[src/hdl/serial_port_pkg.sv]
package serial_port_pkg;

	// ----------------------------------------
	// register bus
	// ----------------------------------------
	localparam int ADDR_W = 8;
	localparam int DATA_W = 16;
	localparam logic [7:0] OFS_MODE = 8'h00;
	localparam logic [7:0] OFS_BITRATE = 8'h04;
	localparam logic [7:0] OFS_CONTROL = 8'h08;
	localparam logic [7:0] OFS_TXDATA = 8'h0C;
	localparam logic [7:0] OFS_STATUS = 8'h10;
	localparam logic [7:0] OFS_RXDATA = 8'h14;
	localparam logic [7:0] OFS_FIFOCTL = 8'h18;
	localparam logic [7:0] OFS_FIFOCNT = 8'h1C;

	// ----------------------------------------
	// reset values and write masks
	// ----------------------------------------
	localparam logic [15:0] STATUS_RESET = 16'h0060;
	localparam logic [7:0] MODE_RESET = 8'h00;
	localparam logic [7:0] CONTROL_RESET = 8'h00;
	localparam logic [7:0] BITRATE_RESET = 8'h00;
	localparam logic [7:0] FIFOCTL_RESET = 8'h00;
	localparam logic [7:0] MODE_RSV_MASK = 8'h84;
	localparam logic [7:0] CONTROL_RSV_MASK = 8'h0C;

	// ----------------------------------------
	// field positions
	// ----------------------------------------
	localparam int MODE_CHR = 6;
	localparam int MODE_PE = 5;
	localparam int MODE_ODD = 4;
	localparam int MODE_STOP = 3;
	localparam int MODE_CKS = 0;
	localparam int CTL_TX_EN = 5;
	localparam int CTL_RX_EN = 4;
	localparam int CTL_CLK_SRC = 1;
	localparam int CTL_CLK_OUT = 0;
	localparam int ST_RX_ERR = 7;
	localparam int ST_TX_END = 6;
	localparam int ST_TX_EMPTY = 5;
	localparam int FCR_TTRG = 4;

	// ----------------------------------------
	// fifo and line timing
	// ----------------------------------------
	localparam int FIFO_DEPTH = 16;
	localparam logic [3:0] OVERSAMPLE_LAST = 4'hF;
	localparam logic [3:0] START_MID = 4'h7;
	localparam logic [4:0] TX_TRIG_SEL0 = 5'h08;
	localparam logic [4:0] TX_TRIG_SEL1 = 5'h04;
	localparam logic [4:0] TX_TRIG_SEL2 = 5'h02;
	localparam logic [4:0] TX_TRIG_SEL3 = 5'h01;

	typedef enum logic [2:0] {RX_IDLE, RX_START, RX_DATA, RX_PARITY, RX_STOP} rx_state_t;
	typedef enum logic [2:0] {TX_IDLE, TX_START, TX_DATA, TX_PARITY, TX_STOP} tx_state_t;

endpackage

[src/hdl/serial_port.sv]
`timescale 1ns/1ps
// Function
// - receiver runs only while receive_enable set
// - disabling receiver keeps all receive flags
// - reception starts only on detected start bit
// - control bits 3,2 read zero, written zero
// - clock pair picks internal, output or external
// - clock_output_select ignored under external clock
// - serial clock runs at sixteen times bitrate
// - status: error count high, flags low
// - software clears flags only by zero after read
// - framing and parity bits are read-only
// - reset and standby load status 0x0060
// - zero first stop bit sets receive error
// - parity mismatch sets receive error
// - receive error cleared by reset or software
// - bad characters still stored, marked per entry
// - only first stop bit is checked
// - transmit end set at idle or disable
// - transmit fifo write clears transmit end
// - empty flag set when drained below trigger
// - empty flag cleared by refill or software
// - sixteen byte fifo, excess writes dropped
module serial_port #(
	parameter int FIFO_DEPTH = serial_port_pkg::FIFO_DEPTH
) (
	input wire logic mclk,
	input wire logic rstn,
	input wire logic standby,
	input wire logic [serial_port_pkg::ADDR_W-1:0] addr,
	input wire logic [serial_port_pkg::DATA_W-1:0] wdata,
	input wire logic wr,
	input wire logic rd,
	output logic [serial_port_pkg::DATA_W-1:0] rdata,
	input wire logic rxd,
	output logic txd,
	input wire logic sck_i,
	output logic sck_o,
	output logic sck_oe
);
	import serial_port_pkg::*;

	localparam int PTR_W = $clog2(FIFO_DEPTH);
	localparam int CNT_W = PTR_W + 1;
	localparam logic [CNT_W-1:0] FIFO_FULL = CNT_W'(FIFO_DEPTH);
	localparam logic [2:0] FLAG_RESET = {STATUS_RESET[ST_RX_ERR], STATUS_RESET[ST_TX_END],
		STATUS_RESET[ST_TX_EMPTY]};

	// ----------------------------------------
	// register decode
	// ----------------------------------------
	logic [7:0] mode_reg, bitrate_reg, control_reg, fifoctl_reg;
	logic [15:0] rdata_reg;
	wire wr_mode = wr && addr == OFS_MODE;
	wire wr_bitrate = wr && addr == OFS_BITRATE;
	wire wr_control = wr && addr == OFS_CONTROL;
	wire wr_txdata = wr && addr == OFS_TXDATA;
	wire wr_status = wr && addr == OFS_STATUS;
	wire wr_fifoctl = wr && addr == OFS_FIFOCTL;
	wire rd_status = rd && addr == OFS_STATUS;
	wire rd_rxdata = rd && addr == OFS_RXDATA;

	wire chr = mode_reg[MODE_CHR];
	wire pe = mode_reg[MODE_PE];
	wire odd = mode_reg[MODE_ODD];
	wire two_stop = mode_reg[MODE_STOP];
	wire [1:0] cks = mode_reg[MODE_CKS+1:MODE_CKS];
	wire tx_en = control_reg[CTL_TX_EN];
	wire rx_en = control_reg[CTL_RX_EN];
	wire clk_src = control_reg[CTL_CLK_SRC];
	wire clk_out = control_reg[CTL_CLK_OUT];
	wire tx_en_fall = wr_control && tx_en && !wdata[CTL_TX_EN];

	always_ff @(posedge mclk or negedge rstn)
	begin
		if (!rstn)
		begin
			mode_reg <= MODE_RESET;
			bitrate_reg <= BITRATE_RESET;
			control_reg <= CONTROL_RESET;
			fifoctl_reg <= FIFOCTL_RESET;
		end
		else if (standby)
		begin
			mode_reg <= MODE_RESET;
			bitrate_reg <= BITRATE_RESET;
			control_reg <= CONTROL_RESET;
			fifoctl_reg <= FIFOCTL_RESET;
		end
		else
		begin
			if (wr_mode)
				mode_reg <= wdata[7:0] & ~MODE_RSV_MASK;
			if (wr_bitrate)
				bitrate_reg <= wdata[7:0];
			if (wr_control)
				control_reg <= wdata[7:0] & ~CONTROL_RSV_MASK;
			if (wr_fifoctl)
				fifoctl_reg <= wdata[7:0];
		end
	end

	// ----------------------------------------
	// 16x bit clock: internal divider or sck pin
	// ----------------------------------------
	logic [15:0] div_cnt_reg;
	logic clk_int_reg, sck_meta_reg, sck_sync_reg, sck_prev_reg, sck_oe_reg;
	wire [15:0] div_limit = (({8'h00, bitrate_reg} + 16'h0001) << {cks, 1'b0}) - 16'h0001;
	wire div_wrap = div_cnt_reg >= div_limit;
	wire int_rise = !clk_src && div_wrap && !clk_int_reg;
	wire ext_rise = clk_src && sck_sync_reg && !sck_prev_reg;
	// one tick per sck period, so a full bit is sixteen ticks
	wire tick16 = int_rise || ext_rise;

	always_ff @(posedge mclk or negedge rstn)
	begin
		if (!rstn)
		begin
			div_cnt_reg <= 16'h0000;
			clk_int_reg <= 1'b0;
		end
		else if (standby || clk_src)
		begin
			div_cnt_reg <= 16'h0000;
			clk_int_reg <= 1'b0;
		end
		else if (div_wrap)
		begin
			div_cnt_reg <= 16'h0000;
			clk_int_reg <= !clk_int_reg;
		end
		else
			div_cnt_reg <= div_cnt_reg + 16'h0001;
	end

	always_ff @(posedge mclk or negedge rstn)
	begin
		if (!rstn)
		begin
			sck_meta_reg <= 1'b0;
			sck_sync_reg <= 1'b0;
			sck_prev_reg <= 1'b0;
			sck_oe_reg <= 1'b0;
		end
		else
		begin
			sck_meta_reg <= sck_i;
			sck_sync_reg <= sck_meta_reg;
			sck_prev_reg <= sck_sync_reg;
			sck_oe_reg <= !standby && !clk_src && clk_out;
		end
	end

	// ----------------------------------------
	// receiver
	// ----------------------------------------
	rx_state_t rx_state;
	logic [3:0] rx_cnt_reg, rx_bits_reg;
	logic [7:0] rx_shift_reg;
	logic rx_par_reg, rxd_meta_reg, rxd_sync_reg;
	wire [3:0] nbits = chr ? 4'h7 : 4'h8;
	wire [3:0] rx_bits_inc = rx_bits_reg + 4'h1;
	wire rx_sample = tick16 && rx_cnt_reg == OVERSAMPLE_LAST;
	wire [7:0] rx_data = chr ? {1'b0, rx_shift_reg[7:1]} : rx_shift_reg;
	wire rx_frame_err = !rxd_sync_reg;
	wire rx_par_err = pe && (^{rx_data, rx_par_reg, odd});
	wire rx_new_err = rx_frame_err || rx_par_err;
	wire rx_done = rx_state == RX_STOP && rx_sample;

	always_ff @(posedge mclk or negedge rstn)
	begin
		if (!rstn)
		begin
			rxd_meta_reg <= 1'b1;
			rxd_sync_reg <= 1'b1;
		end
		else
		begin
			rxd_meta_reg <= rxd;
			rxd_sync_reg <= rxd_meta_reg;
		end
	end

	always_ff @(posedge mclk or negedge rstn)
	begin
		if (!rstn)
		begin
			rx_state <= RX_IDLE;
			rx_cnt_reg <= 4'h0;
			rx_bits_reg <= 4'h0;
			rx_shift_reg <= 8'h00;
			rx_par_reg <= 1'b0;
		end
		else if (standby || !rx_en)
		begin
			rx_state <= RX_IDLE;
			rx_cnt_reg <= 4'h0;
		end
		else
		begin
			unique case (rx_state)
				RX_IDLE:
					if (!rxd_sync_reg)
					begin
						rx_state <= RX_START;
						rx_cnt_reg <= 4'h0;
					end
				RX_START:
					if (tick16 && rx_cnt_reg == START_MID)
					begin
						// a glitch shorter than half a bit is not a start
						rx_state <= rxd_sync_reg ? RX_IDLE : RX_DATA;
						rx_cnt_reg <= 4'h0;
						rx_bits_reg <= 4'h0;
					end
					else if (tick16)
						rx_cnt_reg <= rx_cnt_reg + 4'h1;
				RX_DATA:
				begin
					if (tick16)
						rx_cnt_reg <= rx_cnt_reg + 4'h1;
					if (rx_sample)
					begin
						rx_shift_reg <= {rxd_sync_reg, rx_shift_reg[7:1]};
						rx_bits_reg <= rx_bits_inc;
						if (rx_bits_inc == nbits)
							rx_state <= pe ? RX_PARITY : RX_STOP;
					end
				end
				RX_PARITY:
				begin
					if (tick16)
						rx_cnt_reg <= rx_cnt_reg + 4'h1;
					if (rx_sample)
					begin
						rx_par_reg <= rxd_sync_reg;
						rx_state <= RX_STOP;
					end
				end
				RX_STOP:
				begin
					if (tick16)
						rx_cnt_reg <= rx_cnt_reg + 4'h1;
					// back to idle after the first stop: a low second stop is a new start
					if (rx_sample)
						rx_state <= RX_IDLE;
				end
			endcase
		end
	end

	// ----------------------------------------
	// receive fifo with per-entry error bits
	// ----------------------------------------
	logic [9:0] rx_mem [FIFO_DEPTH];
	logic [PTR_W-1:0] rx_wptr_reg, rx_rptr_reg;
	logic [CNT_W-1:0] rx_count_reg;
	logic [7:0] err_cnt_reg;
	logic frame_err_reg, par_err_reg;
	// a full fifo drops the character; no overrun flag is kept
	wire rx_push = rx_done && rx_count_reg != FIFO_FULL;
	wire rx_pop = rd_rxdata && rx_count_reg != '0;
	wire [9:0] rx_head = rx_mem[rx_rptr_reg];
	wire rx_head_err = rx_head[9] || rx_head[8];

	always_ff @(posedge mclk)
	begin
		if (rx_push)
			rx_mem[rx_wptr_reg] <= {rx_par_err, rx_frame_err, rx_data};
	end

	always_ff @(posedge mclk or negedge rstn)
	begin
		if (!rstn)
		begin
			rx_wptr_reg <= '0;
			rx_rptr_reg <= '0;
			rx_count_reg <= '0;
			err_cnt_reg <= 8'h00;
			frame_err_reg <= 1'b0;
			par_err_reg <= 1'b0;
		end
		else if (standby)
		begin
			rx_wptr_reg <= '0;
			rx_rptr_reg <= '0;
			rx_count_reg <= '0;
			err_cnt_reg <= 8'h00;
			frame_err_reg <= 1'b0;
			par_err_reg <= 1'b0;
		end
		else
		begin
			rx_wptr_reg <= rx_wptr_reg + PTR_W'(rx_push);
			rx_rptr_reg <= rx_rptr_reg + PTR_W'(rx_pop);
			rx_count_reg <= rx_count_reg + CNT_W'(rx_push) - CNT_W'(rx_pop);
			err_cnt_reg <= err_cnt_reg + 8'(rx_push && rx_new_err)
				- 8'(rx_pop && rx_head_err);
			if (rx_pop)
			begin
				frame_err_reg <= rx_head[8];
				par_err_reg <= rx_head[9];
			end
		end
	end

	// ----------------------------------------
	// transmit fifo and transmitter
	// ----------------------------------------
	logic [7:0] tx_mem [FIFO_DEPTH];
	logic [PTR_W-1:0] tx_wptr_reg, tx_rptr_reg;
	logic [CNT_W-1:0] tx_count_reg;
	tx_state_t tx_state;
	logic [3:0] tx_cnt_reg, tx_bits_reg;
	logic [7:0] tx_shift_reg;
	logic tx_par_reg, tx_stop2_reg, txd_reg;
	wire [1:0] ttrg = fifoctl_reg[FCR_TTRG+1:FCR_TTRG];
	wire [4:0] trig_sel = ttrg == 2'b00 ? TX_TRIG_SEL0 : ttrg == 2'b01 ? TX_TRIG_SEL1 :
		ttrg == 2'b10 ? TX_TRIG_SEL2 : TX_TRIG_SEL3;
	wire [CNT_W-1:0] tx_trig = CNT_W'(trig_sel);
	wire tx_push = wr_txdata && tx_count_reg != FIFO_FULL;
	wire tx_pop = tx_state == TX_IDLE && tx_en && tx_count_reg != '0;
	wire [CNT_W-1:0] tx_count_next = tx_count_reg + CNT_W'(tx_push) - CNT_W'(tx_pop);
	wire [7:0] tx_head = tx_mem[tx_rptr_reg];
	wire [7:0] tx_head_m = chr ? {1'b0, tx_head[6:0]} : tx_head;
	wire [3:0] tx_bits_inc = tx_bits_reg + 4'h1;
	wire tx_bit_end = tick16 && tx_cnt_reg == OVERSAMPLE_LAST;
	wire tx_last_stop = tx_state == TX_STOP && tx_bit_end && (!two_stop || tx_stop2_reg);

	always_ff @(posedge mclk)
	begin
		if (tx_push)
			tx_mem[tx_wptr_reg] <= wdata[7:0];
	end

	always_ff @(posedge mclk or negedge rstn)
	begin
		if (!rstn)
		begin
			tx_wptr_reg <= '0;
			tx_rptr_reg <= '0;
			tx_count_reg <= '0;
		end
		else if (standby)
		begin
			tx_wptr_reg <= '0;
			tx_rptr_reg <= '0;
			tx_count_reg <= '0;
		end
		else
		begin
			tx_wptr_reg <= tx_wptr_reg + PTR_W'(tx_push);
			tx_rptr_reg <= tx_rptr_reg + PTR_W'(tx_pop);
			tx_count_reg <= tx_count_next;
		end
	end

	always_ff @(posedge mclk or negedge rstn)
	begin
		if (!rstn)
		begin
			tx_state <= TX_IDLE;
			tx_cnt_reg <= 4'h0;
			tx_bits_reg <= 4'h0;
			tx_shift_reg <= 8'h00;
			tx_par_reg <= 1'b0;
			tx_stop2_reg <= 1'b0;
			txd_reg <= 1'b1;
		end
		else if (standby || !tx_en)
		begin
			tx_state <= TX_IDLE;
			tx_cnt_reg <= 4'h0;
			txd_reg <= 1'b1;
		end
		else
		begin
			if (tick16 && tx_state != TX_IDLE)
				tx_cnt_reg <= tx_cnt_reg + 4'h1;
			unique case (tx_state)
				TX_IDLE:
					if (tx_pop)
					begin
						tx_shift_reg <= tx_head_m;
						tx_par_reg <= ^{tx_head_m, odd};
						tx_state <= TX_START;
						tx_cnt_reg <= 4'h0;
						tx_bits_reg <= 4'h0;
						tx_stop2_reg <= 1'b0;
						txd_reg <= 1'b0;
					end
				TX_START:
					if (tx_bit_end)
					begin
						txd_reg <= tx_shift_reg[0];
						tx_shift_reg <= {1'b0, tx_shift_reg[7:1]};
						tx_state <= TX_DATA;
					end
				TX_DATA:
					if (tx_bit_end)
					begin
						tx_bits_reg <= tx_bits_inc;
						if (tx_bits_inc == nbits)
						begin
							txd_reg <= pe ? tx_par_reg : 1'b1;
							tx_state <= pe ? TX_PARITY : TX_STOP;
						end
						else
						begin
							txd_reg <= tx_shift_reg[0];
							tx_shift_reg <= {1'b0, tx_shift_reg[7:1]};
						end
					end
				TX_PARITY:
					if (tx_bit_end)
					begin
						txd_reg <= 1'b1;
						tx_state <= TX_STOP;
					end
				TX_STOP:
					if (tx_bit_end && two_stop && !tx_stop2_reg)
						tx_stop2_reg <= 1'b1;
					else if (tx_bit_end)
						tx_state <= TX_IDLE;
			endcase
		end
	end

	// ----------------------------------------
	// status flags: {rx error, tx end, tx empty}
	// ----------------------------------------
	wire empty_set = tx_pop && !tx_push && tx_count_reg >= tx_trig
		&& tx_count_next < tx_trig;
	wire empty_hwclr = tx_push && tx_count_next > tx_trig;
	wire end_set = (tx_last_stop && tx_count_reg == '0) || tx_en_fall;
	wire [2:0] flag_set = {rx_done && rx_new_err, end_set, empty_set};
	wire [2:0] flag_hwclr = {1'b0, tx_push, empty_hwclr};
	wire [2:0] flag_wbit = {wdata[ST_RX_ERR], wdata[ST_TX_END], wdata[ST_TX_EMPTY]};
	wire [2:0] flag_vec;
	wire [2:0] armed_vec;

	genvar g;
	generate
		for (g = 0; g < 3; g++)
		begin : flag_g
			logic flag_q, armed_q;
			// a written one is no clear; a zero only clears after a read saw it set
			wire sw_clr = wr_status && !flag_wbit[g] && armed_q;
			// hardware set beats any clear in the same cycle
			wire nxt = flag_set[g] || (flag_q && !sw_clr && !flag_hwclr[g]);
			assign flag_vec[g] = flag_q;
			assign armed_vec[g] = armed_q;
			always_ff @(posedge mclk or negedge rstn)
			begin
				if (!rstn)
				begin
					flag_q <= FLAG_RESET[g];
					armed_q <= 1'b0;
				end
				else if (standby)
				begin
					flag_q <= FLAG_RESET[g];
					armed_q <= 1'b0;
				end
				else
				begin
					flag_q <= nxt;
					armed_q <= nxt && (armed_q || (rd_status && flag_q));
				end
			end
		end
	endgenerate

	// ----------------------------------------
	// read path
	// ----------------------------------------
	wire [15:0] status_w = {err_cnt_reg, flag_vec, 1'b0, frame_err_reg, par_err_reg,
		2'b00};
	wire [7:0] rx_rd_byte = rx_count_reg != '0 ? rx_head[7:0] : 8'h00;
	wire [15:0] rd_mux = addr == OFS_MODE ? {8'h00, mode_reg} :
		addr == OFS_BITRATE ? {8'h00, bitrate_reg} :
		addr == OFS_CONTROL ? {8'h00, control_reg} :
		addr == OFS_STATUS ? status_w :
		addr == OFS_RXDATA ? {8'h00, rx_rd_byte} :
		addr == OFS_FIFOCTL ? {8'h00, fifoctl_reg} :
		addr == OFS_FIFOCNT ? {8'(tx_count_reg), 8'(rx_count_reg)} : 16'h0000;

	always_ff @(posedge mclk or negedge rstn)
	begin
		if (!rstn)
			rdata_reg <= 16'h0000;
		else
			rdata_reg <= rd ? rd_mux : 16'h0000;
	end

	assign rdata = rdata_reg;
	assign txd = txd_reg;
	assign sck_o = clk_int_reg;
	assign sck_oe = sck_oe_reg;
endmodule

[config.mk]
export PLATFORM = sky130hd
export DESIGN_NAME = serial_port
export DESIGN_NICKNAME = d
export VERILOG_FILES = /design/src/hdl/serial_port_pkg.sv /design/src/hdl/serial_port.sv
export SDC_FILE = /design/constraint.sdc
export NUM_CORES = 1
export LEC_CHECK = 0
export ABC_CLOCK_PERIOD_IN_PS = 18070
export BUFFER_PORTS_ARGS = -buffer_cell sky130_fd_sc_hd__buf_2
export CORE_ASPECT_RATIO = 1.5
export CORE_UTILIZATION = 58
export CTS_BUF_LIST = sky130_fd_sc_hd__clkbuf_8
export DETAILED_ROUTE_END_ITERATION = 8
export MAX_ROUTING_LAYER = met4
export PLACE_DENSITY = 0.74
export RECOVER_POWER = 100
export SYNTH_ARGS = -nofsm -noshare
export SYNTH_HDL_FRONTEND = slang
export SYNTH_SLANG_ARGS = --single-unit
[constraint.sdc]
create_clock -name mclk -period 18.07 [get_ports mclk]
set_clock_uncertainty 0.15 [all_clocks]
set_input_delay 2.7105 -clock mclk [delete_from_list [all_inputs] [get_ports mclk]]
set_output_delay 2.7105 -clock mclk [all_outputs]
set_load 0.02 [all_outputs]
==> results of run 1 <==
area by class of cell:
cell class,instances,share of cell area
sequential,439,0.564
inverter,49,0.00834
antenna,5,0.000568
multi-input combinational,920,0.330
clock buffer,67,0.0418
clock inverter,47,0.0163
timing repair buffer,63,0.0123
tap,467,0.0265
cells by family (layout without fill, tap and decap cells):
logic type	Yosys count	after routing	share of synthesized area
AOI/OAI and AO/OA	212	212	0.0687
other	0	5	0
xor gates and xnor gates	75	75	0.0341
DFF	439	439	0.613
and+or+nand+nor	433	433	0.106
buffers and inverters	121	226	0.0262
adders and majority gates	62	62	0.0393
muxes	138	138	0.113
layer usage:
layer / routed length (µm) / GRT usage / vias to the layer above
met1: 15800 / 0.282 / 6134
met2: 23100 / 0.455 / 357
li1: - / - / 5682
met5: 0 / - / -
met4: 2180 / 0.136 / 0
met3: 1720 / 0.0365 / 127
power breakdown:
group	internal [mW]	switching, mW
clock	0.418	0.375
sequential	1.07	0.00122
combinational	0.00432	0.0246
total	1.49	0.401
per-stage QoR:
step                power, mW  hold slack [ps]  setup WS, ps  cell area [µm²]   util
global route             1.95              214          7800            22000  0.641
detailed placement       1.12              187         11230            21000  0.612
global placement         1.12              189         11330            21000  0.612
floorplan                1.10              181         11760            20300      -
finish                   1.89              194          9240            22000  0.641
CTS                      1.91              194         11210            22300  0.649
cell usage in the layout (no fill, tap or decap), drive strengths merged, types with 5 or more instances in the layout:
master / instances
ha: 59
nor4: 11
nor3: 31
or3: 10
bufinv: 5
o21ai: 22
nor2b: 28
dfrtp: 146
nand4: 9
nand2b: 24
xor2: 28
nor4b: 6
mux2i: 37
edfxtp: 288
a21o: 13
mux4: 69
nand2: 91
o31ai: 6
clkinv: 24
and2: 6
inv: 66
a221oi: 17
clkbuf: 113
buf: 17
nand3b: 5
mux2: 32
a22oi: 18
a21oi: 80
and3: 12
xnor2: 45
nand3: 65
diode: 5
nor2: 120
a31oi: 17
dfstp: 5
worst paths after layout:
path	start	to	slack, ps
max in group mclk	mode_reg[0]	rx_mem[7][6]	9590
max reg2reg	mode_reg[0]	rx_mem[7][6]	9590
min reg2reg	sck_meta_reg	sck_sync_reg	190
min in group asynchronous	rstn	div_cnt_reg[6]	3760
min	sck_meta_reg	sck_sync_reg	190
max	rstn	rx_count_reg[3]	9240
==> metrics.yaml, run 1 <==
worst_setup_path:
  path_depth: 2
  crit_path_max_fanout: 92
  crit_top_cell: "clkbuf_1"
  required_ps: 17960
  path_cells: "clkbuf_1 -> clkbuf_1"
  path_class: "primary input to async pin"
  critPathMaxStageDelay_ps: 3520
  slowest_stage: "clkbuf_1"
  r2r_cells: 17
  crit_buf_inv: 2
  crit_arrival_ps: 8720
  path_delay_family: "buffers and inverters"
  startpoint_type: "primary input"
  end_kind: "async pin"
drt:
  drc: 0
  wl_um: 42900
  wire_per_inst_um: 20.8
  vias: 12300
  avgViaCountPerCell: 5.98
  dr.pass1.iters: 5
  drtAntennaViolNets: 0
  drt_iter0_markers: 789
floorplanning:
  num_rows: 83
  start_util: 0.590
  die_w_um: 155
  pin_count: 50
  core-area_um2: 34400
  die_y_um: 231
  die-area_um2: 35800
layout:
  nNetsFinal: 1627
  instances_no_fill: 2057
  regMostFlops: "rx_mem"
  drive_above_1_share: 0.129
  largest_reg_flops: 160
  reg.largest.list: "rx_mem x160, tx_mem x128"
  syn_to_final_growth_pct: 8.62
  n_fill_cell: 2515
  ff_latch_area_um2: 12400
  multi_input_area_um2: 7280
yosys:
  synth_area_um2: 20300
  synth_most_common_cell: "edfxtp_1"
  ys.flop_type: "edfxtp_1"
  syn_inst: 1480
  async_flop_share: 0.344
  ys_seq_area_frac: 0.613
  synth_area_leaders: "edfxtp_1, dfrtp_1, mux4_2, ha_1, nor2_1"
  synth_edf_count: 288
  synth.ff_latch_count: 439
  yosysTopAreaCell: "edfxtp_1"
  synth_top_area_share: 0.426
  synth_cell_types: 78
  syn_avg_cell_area_um2: 13.7
  synth_common_cells: "edfxtp_1, dfrtp_1, nor2_1"
  synth_warnings: 0
  synth_nets: 1573
global_routing:
  grt_pass1_vias: 12600
  grt_overflow: 0
  grt_pass1_wl_um: 68300
  antenna_found_initial: 5
  grt_max_degree: 93
  globalRouteTotalUtil: 0.258
pwr:
  p_leak_nw: 7.59
  powerDensity_nw_per_um2: 85.8
  vdd_drop_max_mv: 0.0794
clocking:
  cts_buffer_depth: 3
  post-cts-setup-buffers: 0
  cts_max_level: 2
  clock-sinks: 439
  cts_tree: "built"
  hold_buffers: 0
  clock-root-buffer: "clkbuf_8"
  path_clk_slew_ps: 70
  cts.repair.resized: 0
  clk_latency_ps: 660
  cts_buffers: 61
placement:
  dpl.hpwl_um: 29600
  gp_congestion: 0.867
  port-buffer-count: 41
  place_inst: 1938
sta:
  hold_violations: 0
  final_max_slew_viol_count: 310
  period_needed_ps: 8830
  tightest_slew_ps: 5180
  finalCritPeriodShare: 0.488
  max_freq_mhz: 113
  relSlewSlack: -2.46
  finalSetupViolCount: 0
  tns_ps: 0
  rsz0062_at_grt: "no"
worst_hold_path:
  min_path_cells: 0
  min_path_type: "register to register"
status:
  status: "finished, violations left"
  violations: "capacitance limit, slew limit"
run:
  cap_violations: 10
(Power assumes the default switching activity.)
==> run 2: changes to the inputs <==
--- a/config.mk
+++ b/config.mk
@@ -5,14 +5,14 @@
 export SDC_FILE = /design/constraint.sdc
 export NUM_CORES = 1
 export LEC_CHECK = 0
-export ABC_CLOCK_PERIOD_IN_PS = 18070
+export ABC_CLOCK_PERIOD_IN_PS = 7100
 export BUFFER_PORTS_ARGS = -buffer_cell sky130_fd_sc_hd__buf_2
 export CORE_ASPECT_RATIO = 1.5
 export CORE_UTILIZATION = 58
 export CTS_BUF_LIST = sky130_fd_sc_hd__clkbuf_8
 export DETAILED_ROUTE_END_ITERATION = 8
 export MAX_ROUTING_LAYER = met4
-export PLACE_DENSITY = 0.74
+export PLACE_DENSITY = 0.77
 export RECOVER_POWER = 100
 export SYNTH_ARGS = -nofsm -noshare
 export SYNTH_HDL_FRONTEND = slang
==> constraint.sdc (replaced) <==
create_clock -name mclk -period 7.1 [get_ports mclk]
set_clock_uncertainty 0.15 [all_clocks]
set_input_delay 1.065 -clock mclk [delete_from_list [all_inputs] [get_ports mclk]]
set_output_delay 1.065 -clock mclk [all_outputs]
set_load 0.02 [all_outputs]
==> metrics.yaml, run 2 (synthesized netlist as in run 1, its figures left out) <==
status:
  status: "finished, violations left"
  violations: "capacitance limit, slew limit"
clocking:
  cts_tree: "built"
  cts_buffer_depth: 3
  cts_max_level: 2
  cts.repair.resized: 0
  cts_buffers: 60
  hold_buffers: 0
  clock-root-buffer: "clkbuf_8"
  clock-sinks: 439
  post-cts-setup-buffers: 0
  clk_latency_ps: 650
  path_clk_slew_ps: 70
floorplanning:
  die_y_um: 231
  num_rows: 83
  die_w_um: 155
  pin_count: 50
  die-area_um2: 35800
  start_util: 0.590
  core-area_um2: 34400
placement:
  gp_congestion: 0.906
  port-buffer-count: 41
  place_area_um2: 21000
  dpl.hpwl_um: 29500
worst_setup_path:
  crit_path_max_fanout: 9
  required_ps: 7430
  critPathMaxStageDelay_ps: 460
  path_delay_family: "compound AO/OA/AOI/OAI gates"
  slowest_stage: "dfrtp_1"
  startpoint_type: "register"
  path_class: "register to register"
  crit_arrival_ps: 6610
  end_kind: "register"
  crit_buf_inv: 1
sta:
  hold_violations: 0
  rsz0062_at_grt: "no"
  tightest_slew_ps: 4910
  max_freq_mhz: 159
  finalCritPeriodShare: 0.885
  finalSetupViolCount: 0
  final_max_slew_viol_count: 90
  tns_ps: 0
  period_needed_ps: 6290
  relSlewSlack: -2.27
drt:
  drt_iter0_markers: 850
  drtAntennaViolNets: 0
  wl_um: 42800
  vias: 12400
  dr.pass1.iters: 5
  avgViaCountPerCell: 6.02
  wire_per_inst_um: 20.8
  drc: 0
global_routing:
  grt_pass1_vias: 12900
  grt_max_degree: 90
  grt_pass1_wl_um: 68300
  globalRouteTotalUtil: 0.258
  antenna_found_initial: 3
  grt_overflow: 0
pwr:
  vdd_drop_max_mv: 0.250
  powerDensity_nw_per_um2: 214
  p_seq_frac: 0.578
  power_frac_clock: 0.406
  p_int_mw: 3.71
  switching_power_mw: 1.00
  p_leak_nw: 7.55
  swShare: 0.212
  power_frac_comb: 0.016
layout:
  reg.largest.list: "rx_mem x160, tx_mem x128"
  nNetsFinal: 1634
  syn_to_final_growth_pct: 8.37
  fin_area_um2: 22000
  final_cell_mix: "edfxtp_1, dfrtp_1, nor2_1, nand2_1, a21oi_1"
  final_common_cell: "edfxtp_1"
  regMostFlops: "rx_mem"
  largest_reg_flops: 160
  drive_above_1_share: 0.129
run:
  cap_violations: 1
worst_hold_path:
  min_path_type: "register to register"
[run 2: cell count changes in the layout (fill, tap and decap cells not counted), moves of 3 or more]
cell      delta
clkbuf_1     +5
inv_1        -3
clkbuf_8     -7
clkinv_1     +3
[run 2: path summary, 6_finish.rpt]
kind | start | end | slack (ps) | depth (start not counted)
min reg2reg | rxd_meta_reg | rxd_sync_reg | 190 | 0
max | bitrate_reg[0] | err_cnt_reg[6] | 810 | 29
min in group asynchronous | rstn | div_cnt_reg[11] | 2050 | 1
min | rxd_meta_reg | rxd_sync_reg | 190 | 0
max reg2reg | bitrate_reg[0] | err_cnt_reg[6] | 810 | 29
max in group asynchronous | rstn | tx_rptr_reg[0] | 1650 | 1
[run 2: power by group through the flow]
stage               Clock, mW  Combinational (mW)  Sequential, mW
floorplan                   0              0.0280            2.77
finish                   1.92              0.0737            2.72
detailed placement          0              0.0761            2.77
global placement            0              0.0737            2.77
CTS                      1.96              0.0761            2.72
global route             2.07              0.0818            2.72
[run 2: layer usage]
| layer | track usage | up-vias | wire (µm) |
|---|---|---|---|
| li1 | - | 5693 | - |
| met5 | - | - | 0 |
| met4 | 0.130 | 0 | 2060 |
| met1 | 0.271 | 6195 | 15100 |
| met2 | 0.468 | 377 | 23500 |
| met3 | 0.0380 | 116 | 2020 |
[run 2: final cells by class]
class / instances / area, µm²
multi-input combinational: 920 / 7290
clock inverter: 48 / 354
timing repair buffer: 71 / 309
tap: 467 / 584
sequential: 439 / 12400
clock buffer: 60 / 826
antenna: 3 / 7.51
fill: 2535 / 12400
inverter: 49 / 184
[run 2: per-stage QoR]
| stage | std cells | power [mW] | hold slack, ps | setup WS, ps | utilization |
|---|---|---|---|---|---|
| after floorplan | 1480 | 2.80 | 181 | 1440 | - |
| after global placement | 1946 | 2.85 | 184 | 866 | 0.612 |
| after detailed placement | 1946 | 2.85 | 197 | 741 | 0.612 |
| after CTS | 2054 | 4.76 | 193 | 685 | 0.647 |
| after global routing | 2057 | 4.87 | 205 | 184 | 0.640 |
| final | 2057 | 4.71 | 191 | 815 | 0.640 |
[run 2: worst register-to-register path: cells and delay by family, from the launching register on]
kind,cells,cell delay [ps]
compound gates,12,1790
simple gates,8,1580
fa+ha+maj,5,1500
flops,1,460
xor+xnor,2,310
mux,1,290
buf+inv,1,40
==> run 3: changes to the inputs <==
--- a/config.mk
+++ b/config.mk
@@ -5,10 +5,13 @@
 export SDC_FILE = /design/constraint.sdc
 export NUM_CORES = 1
 export LEC_CHECK = 0
+export ABC_AREA = 1
 export ABC_CLOCK_PERIOD_IN_PS = 7100
 export BUFFER_PORTS_ARGS = -buffer_cell sky130_fd_sc_hd__buf_2
+export CELL_PAD_IN_SITES_DETAIL_PLACEMENT = 1
+export CELL_PAD_IN_SITES_GLOBAL_PLACEMENT = 2
 export CORE_ASPECT_RATIO = 1.5
-export CORE_UTILIZATION = 58
+export CORE_UTILIZATION = 38
 export CTS_BUF_LIST = sky130_fd_sc_hd__clkbuf_8
 export DETAILED_ROUTE_END_ITERATION = 8
 export MAX_ROUTING_LAYER = met4
==> metrics.yaml, run 3 <==
status:
  status: "finished, violations left"
  violations: "DRC, capacitance limit, slew limit"
global_routing:
  grt_pass1_vias: 16800
  grt_max_degree: 76
  grt_pass1_wl_um: 92400
  globalRouteTotalUtil: 0.222
  grt_overflow: 0
  antenna_found_initial: 3
yosys:
  synthAdderAreaFrac: 0.0383
  synth_cell_types: 48
  syn_avg_cell_area_um2: 9.61
  synth_warnings: 0
  synth_edf_count: 288
  synth.ff_latch_count: 439
  synth-xor-area-share: 0.0172
  synth_area_um2: 20800
  async_flop_share: 0.344
  ys.flop_type: "edfxtp_1"
  synth-compound-area-share: 0.101
  synth_nets: 2262
  synth_common_cells: "nand2_1, edfxtp_1, nor2_1"
  synthMuxAreaShare: 0
  synth_most_common_cell: "nand2_1"
  synth_area_leaders: "edfxtp_1, dfrtp_1, nand2_1, nor2_1, o21ai_0"
  syn_inst: 2169
  yosysTopAreaCell: "edfxtp_1"
  synth_top_area_share: 0.415
  synth_simple_gate_area_frac: 0.192
  ys_seq_area_frac: 0.596
  synth_top_family_by_area: "simple AND/OR/NAND/NOR gates"
floorplanning:
  start_util: 0.387
  die-area_um2: 55800
  die_w_um: 193
  num_rows: 104
  core-area_um2: 53900
  die_y_um: 289
  pin_count: 50
pwr:
  p_leak_nw: 9.18
  power_frac_clock: 0.424
  switching_power_mw: 1.25
  vdd_drop_max_mv: 0.172
  power_frac_comb: 0.046
  powerDensity_nw_per_um2: 226
  swShare: 0.240
  p_int_mw: 3.97
  p_seq_frac: 0.530
sta:
  rsz0062_at_grt: "no"
  tns_ps: 0
  max_freq_mhz: 161
  final_max_slew_viol_count: 253
  setup_ws_ps: 878
  finalSetupViolCount: 0
  hold_violations: 0
  period_needed_ps: 6220
  finalCritPeriodShare: 0.876
  relSlewSlack: -1.12
  hold_ws_ps: 215
  tightest_slew_ps: 3190
layout:
  regMostFlops: "rx_mem"
  ff_latch_area_um2: 12400
  drive_above_1_share: 0.0691
  postLayoutCoreUtil: 0.429
  n_fill_cell: 6193
  final_cell_mix: "nand2_1, edfxtp_1, nor2_1, inv_1, o21ai_0"
  instances_no_fill: 2993
  reg.largest.list: "rx_mem x160, tx_mem x128"
  nNetsFinal: 2337
  largest_reg_flops: 160
  multi_input_area_um2: 7230
  final_common_cell: "nand2_1"
  syn_to_final_growth_pct: 10.8
clocking:
  cts.repair.resized: 0
  cts_buffers: 72
  post-cts-setup-buffers: 0
  cts_max_level: 3
  clock-sinks: 439
  path_clk_slew_ps: 60
  clock-root-buffer: "clkbuf_8"
  clk_latency_ps: 670
  cts_tree: "built"
  hold_buffers: 0
  cts_buffer_depth: 3
drt:
  vias: 15500
  dr.pass1.iters: 9
  drt_iter0_markers: 811
  wire_per_inst_um: 19.6
  avgViaCountPerCell: 5.19
  drtAntennaViolNets: 0
  wl_um: 58700
  drc: 3
run:
  cap_violations: 7
worst_setup_path:
  path_class: "register to register"
  ff2ff_setup_slack_ps: 880
  slowest_stage: "dfrtp_1"
  startpoint_type: "register"
  critPathMaxStageDelay_ps: 470
  r2r-start: "bitrate_reg[0]"
  cp-startpoint: "bitrate_reg[0]"
  crit_path_max_fanout: 18
  crit_top_cell: "nand2_1"
  end_kind: "register"
  required_ps: 7390
  crit_arrival_ps: 6510
worst_hold_path:
  min_path_type: "register to register"
  hold_path.startpoint: "rxd_meta_reg"
placement:
  place_inst: 2859
  port-buffer-count: 41
  dpl.hpwl_um: 40700
  pre_cts_ws_ps: 947
  gp_congestion: 0.817
==> run 3: cell types whose count changed after synthesis, moves of 23 or more <==
cell / previous run / this run
xnor2_1: 44 / 17
nand2b_1: 24 / 0
mux2i_1: 37 / 0
mux4_2: 67 / 0
o21ai_1: 1 / 49
inv_2: 1 / 25
nand2_1: 89 / 473
nor2b_1: 27 / 0
nor2_1: 117 / 270
inv_1: 46 / 190
mux2_2: 23 / 0
o21ai_0: 21 / 158
nand3_1: 65 / 130
==> run 3: cell type report <==
cell class / count / area share
timing repair buffer: 75 / 0.0138
inverter: 218 / 0.0354
sequential: 439 / 0.538
antenna: 2 / 0.000217
clock buffer: 80 / 0.0477
tap: 689 / 0.0373
multi-input combinational: 1438 / 0.313
clock inverter: 52 / 0.0141
==> run 3: worst paths after layout <==
path | cells after the start | end
max | 34 | err_cnt_reg[6]
min | 0 | rxd_sync_reg
max reg2reg | 34 | err_cnt_reg[6]
min reg2reg | 0 | rxd_sync_reg
max in group asynchronous | 2 | tx_rptr_reg[0]
min in group asynchronous | 1 | rdata[9]
==> run 3: cells by family after synthesis <==
| kind of cell | after synthesis |
|---|---|
| AND/OR/NAND/NOR | 960 |
| flip-flops | 439 |
| AO/OA/AOI/OAI | 375 |
| buffers and inverters | 292 |
| adder cells (fa/ha/maj) | 62 |
| XOR/XNOR | 41 |
==> run 3: per-stage QoR <==
stage / power, mW / area, µm²
detailed placement: 3.07 / 21900
CTS: 5.30 / 23300
floorplan: 2.96 / 20900
finish: 5.22 / 23100
global placement: 3.06 / 21900
global route: 5.42 / 23100
==> run 3: power groups by stage <==
stage	sequential [mW]	clock [mW]	combinational (mW)
after global placement	2.82	0	0.243
final	2.77	2.21	0.239
after global routing	2.77	2.38	0.275
after CTS	2.77	2.28	0.253
after detailed placement	2.82	0	0.252
after floorplan	2.81	0	0.153
==> run 3: critical path: cells and delay by family (launching register included) <==
family,cells,cell delay [ps]
adders and majority gates,5,1480
AOI/OAI and AO/OA,5,980
DFF,1,470
and+or+nand+nor,20,2380
buffers and inverters,2,180
xor gates and xnor gates,2,350
==> run 3: metal layers <==
metal	share of wire	up-vias	global-route usage	wire length, µm
met4	0.036	0	0.0998	2110
met5	0	-	-	0
met1	0.39	7721	0.232	22800
met2	0.55	214	0.416	32200
li1	-	7501	-	-
met3	0.028	104	0.0277	1650
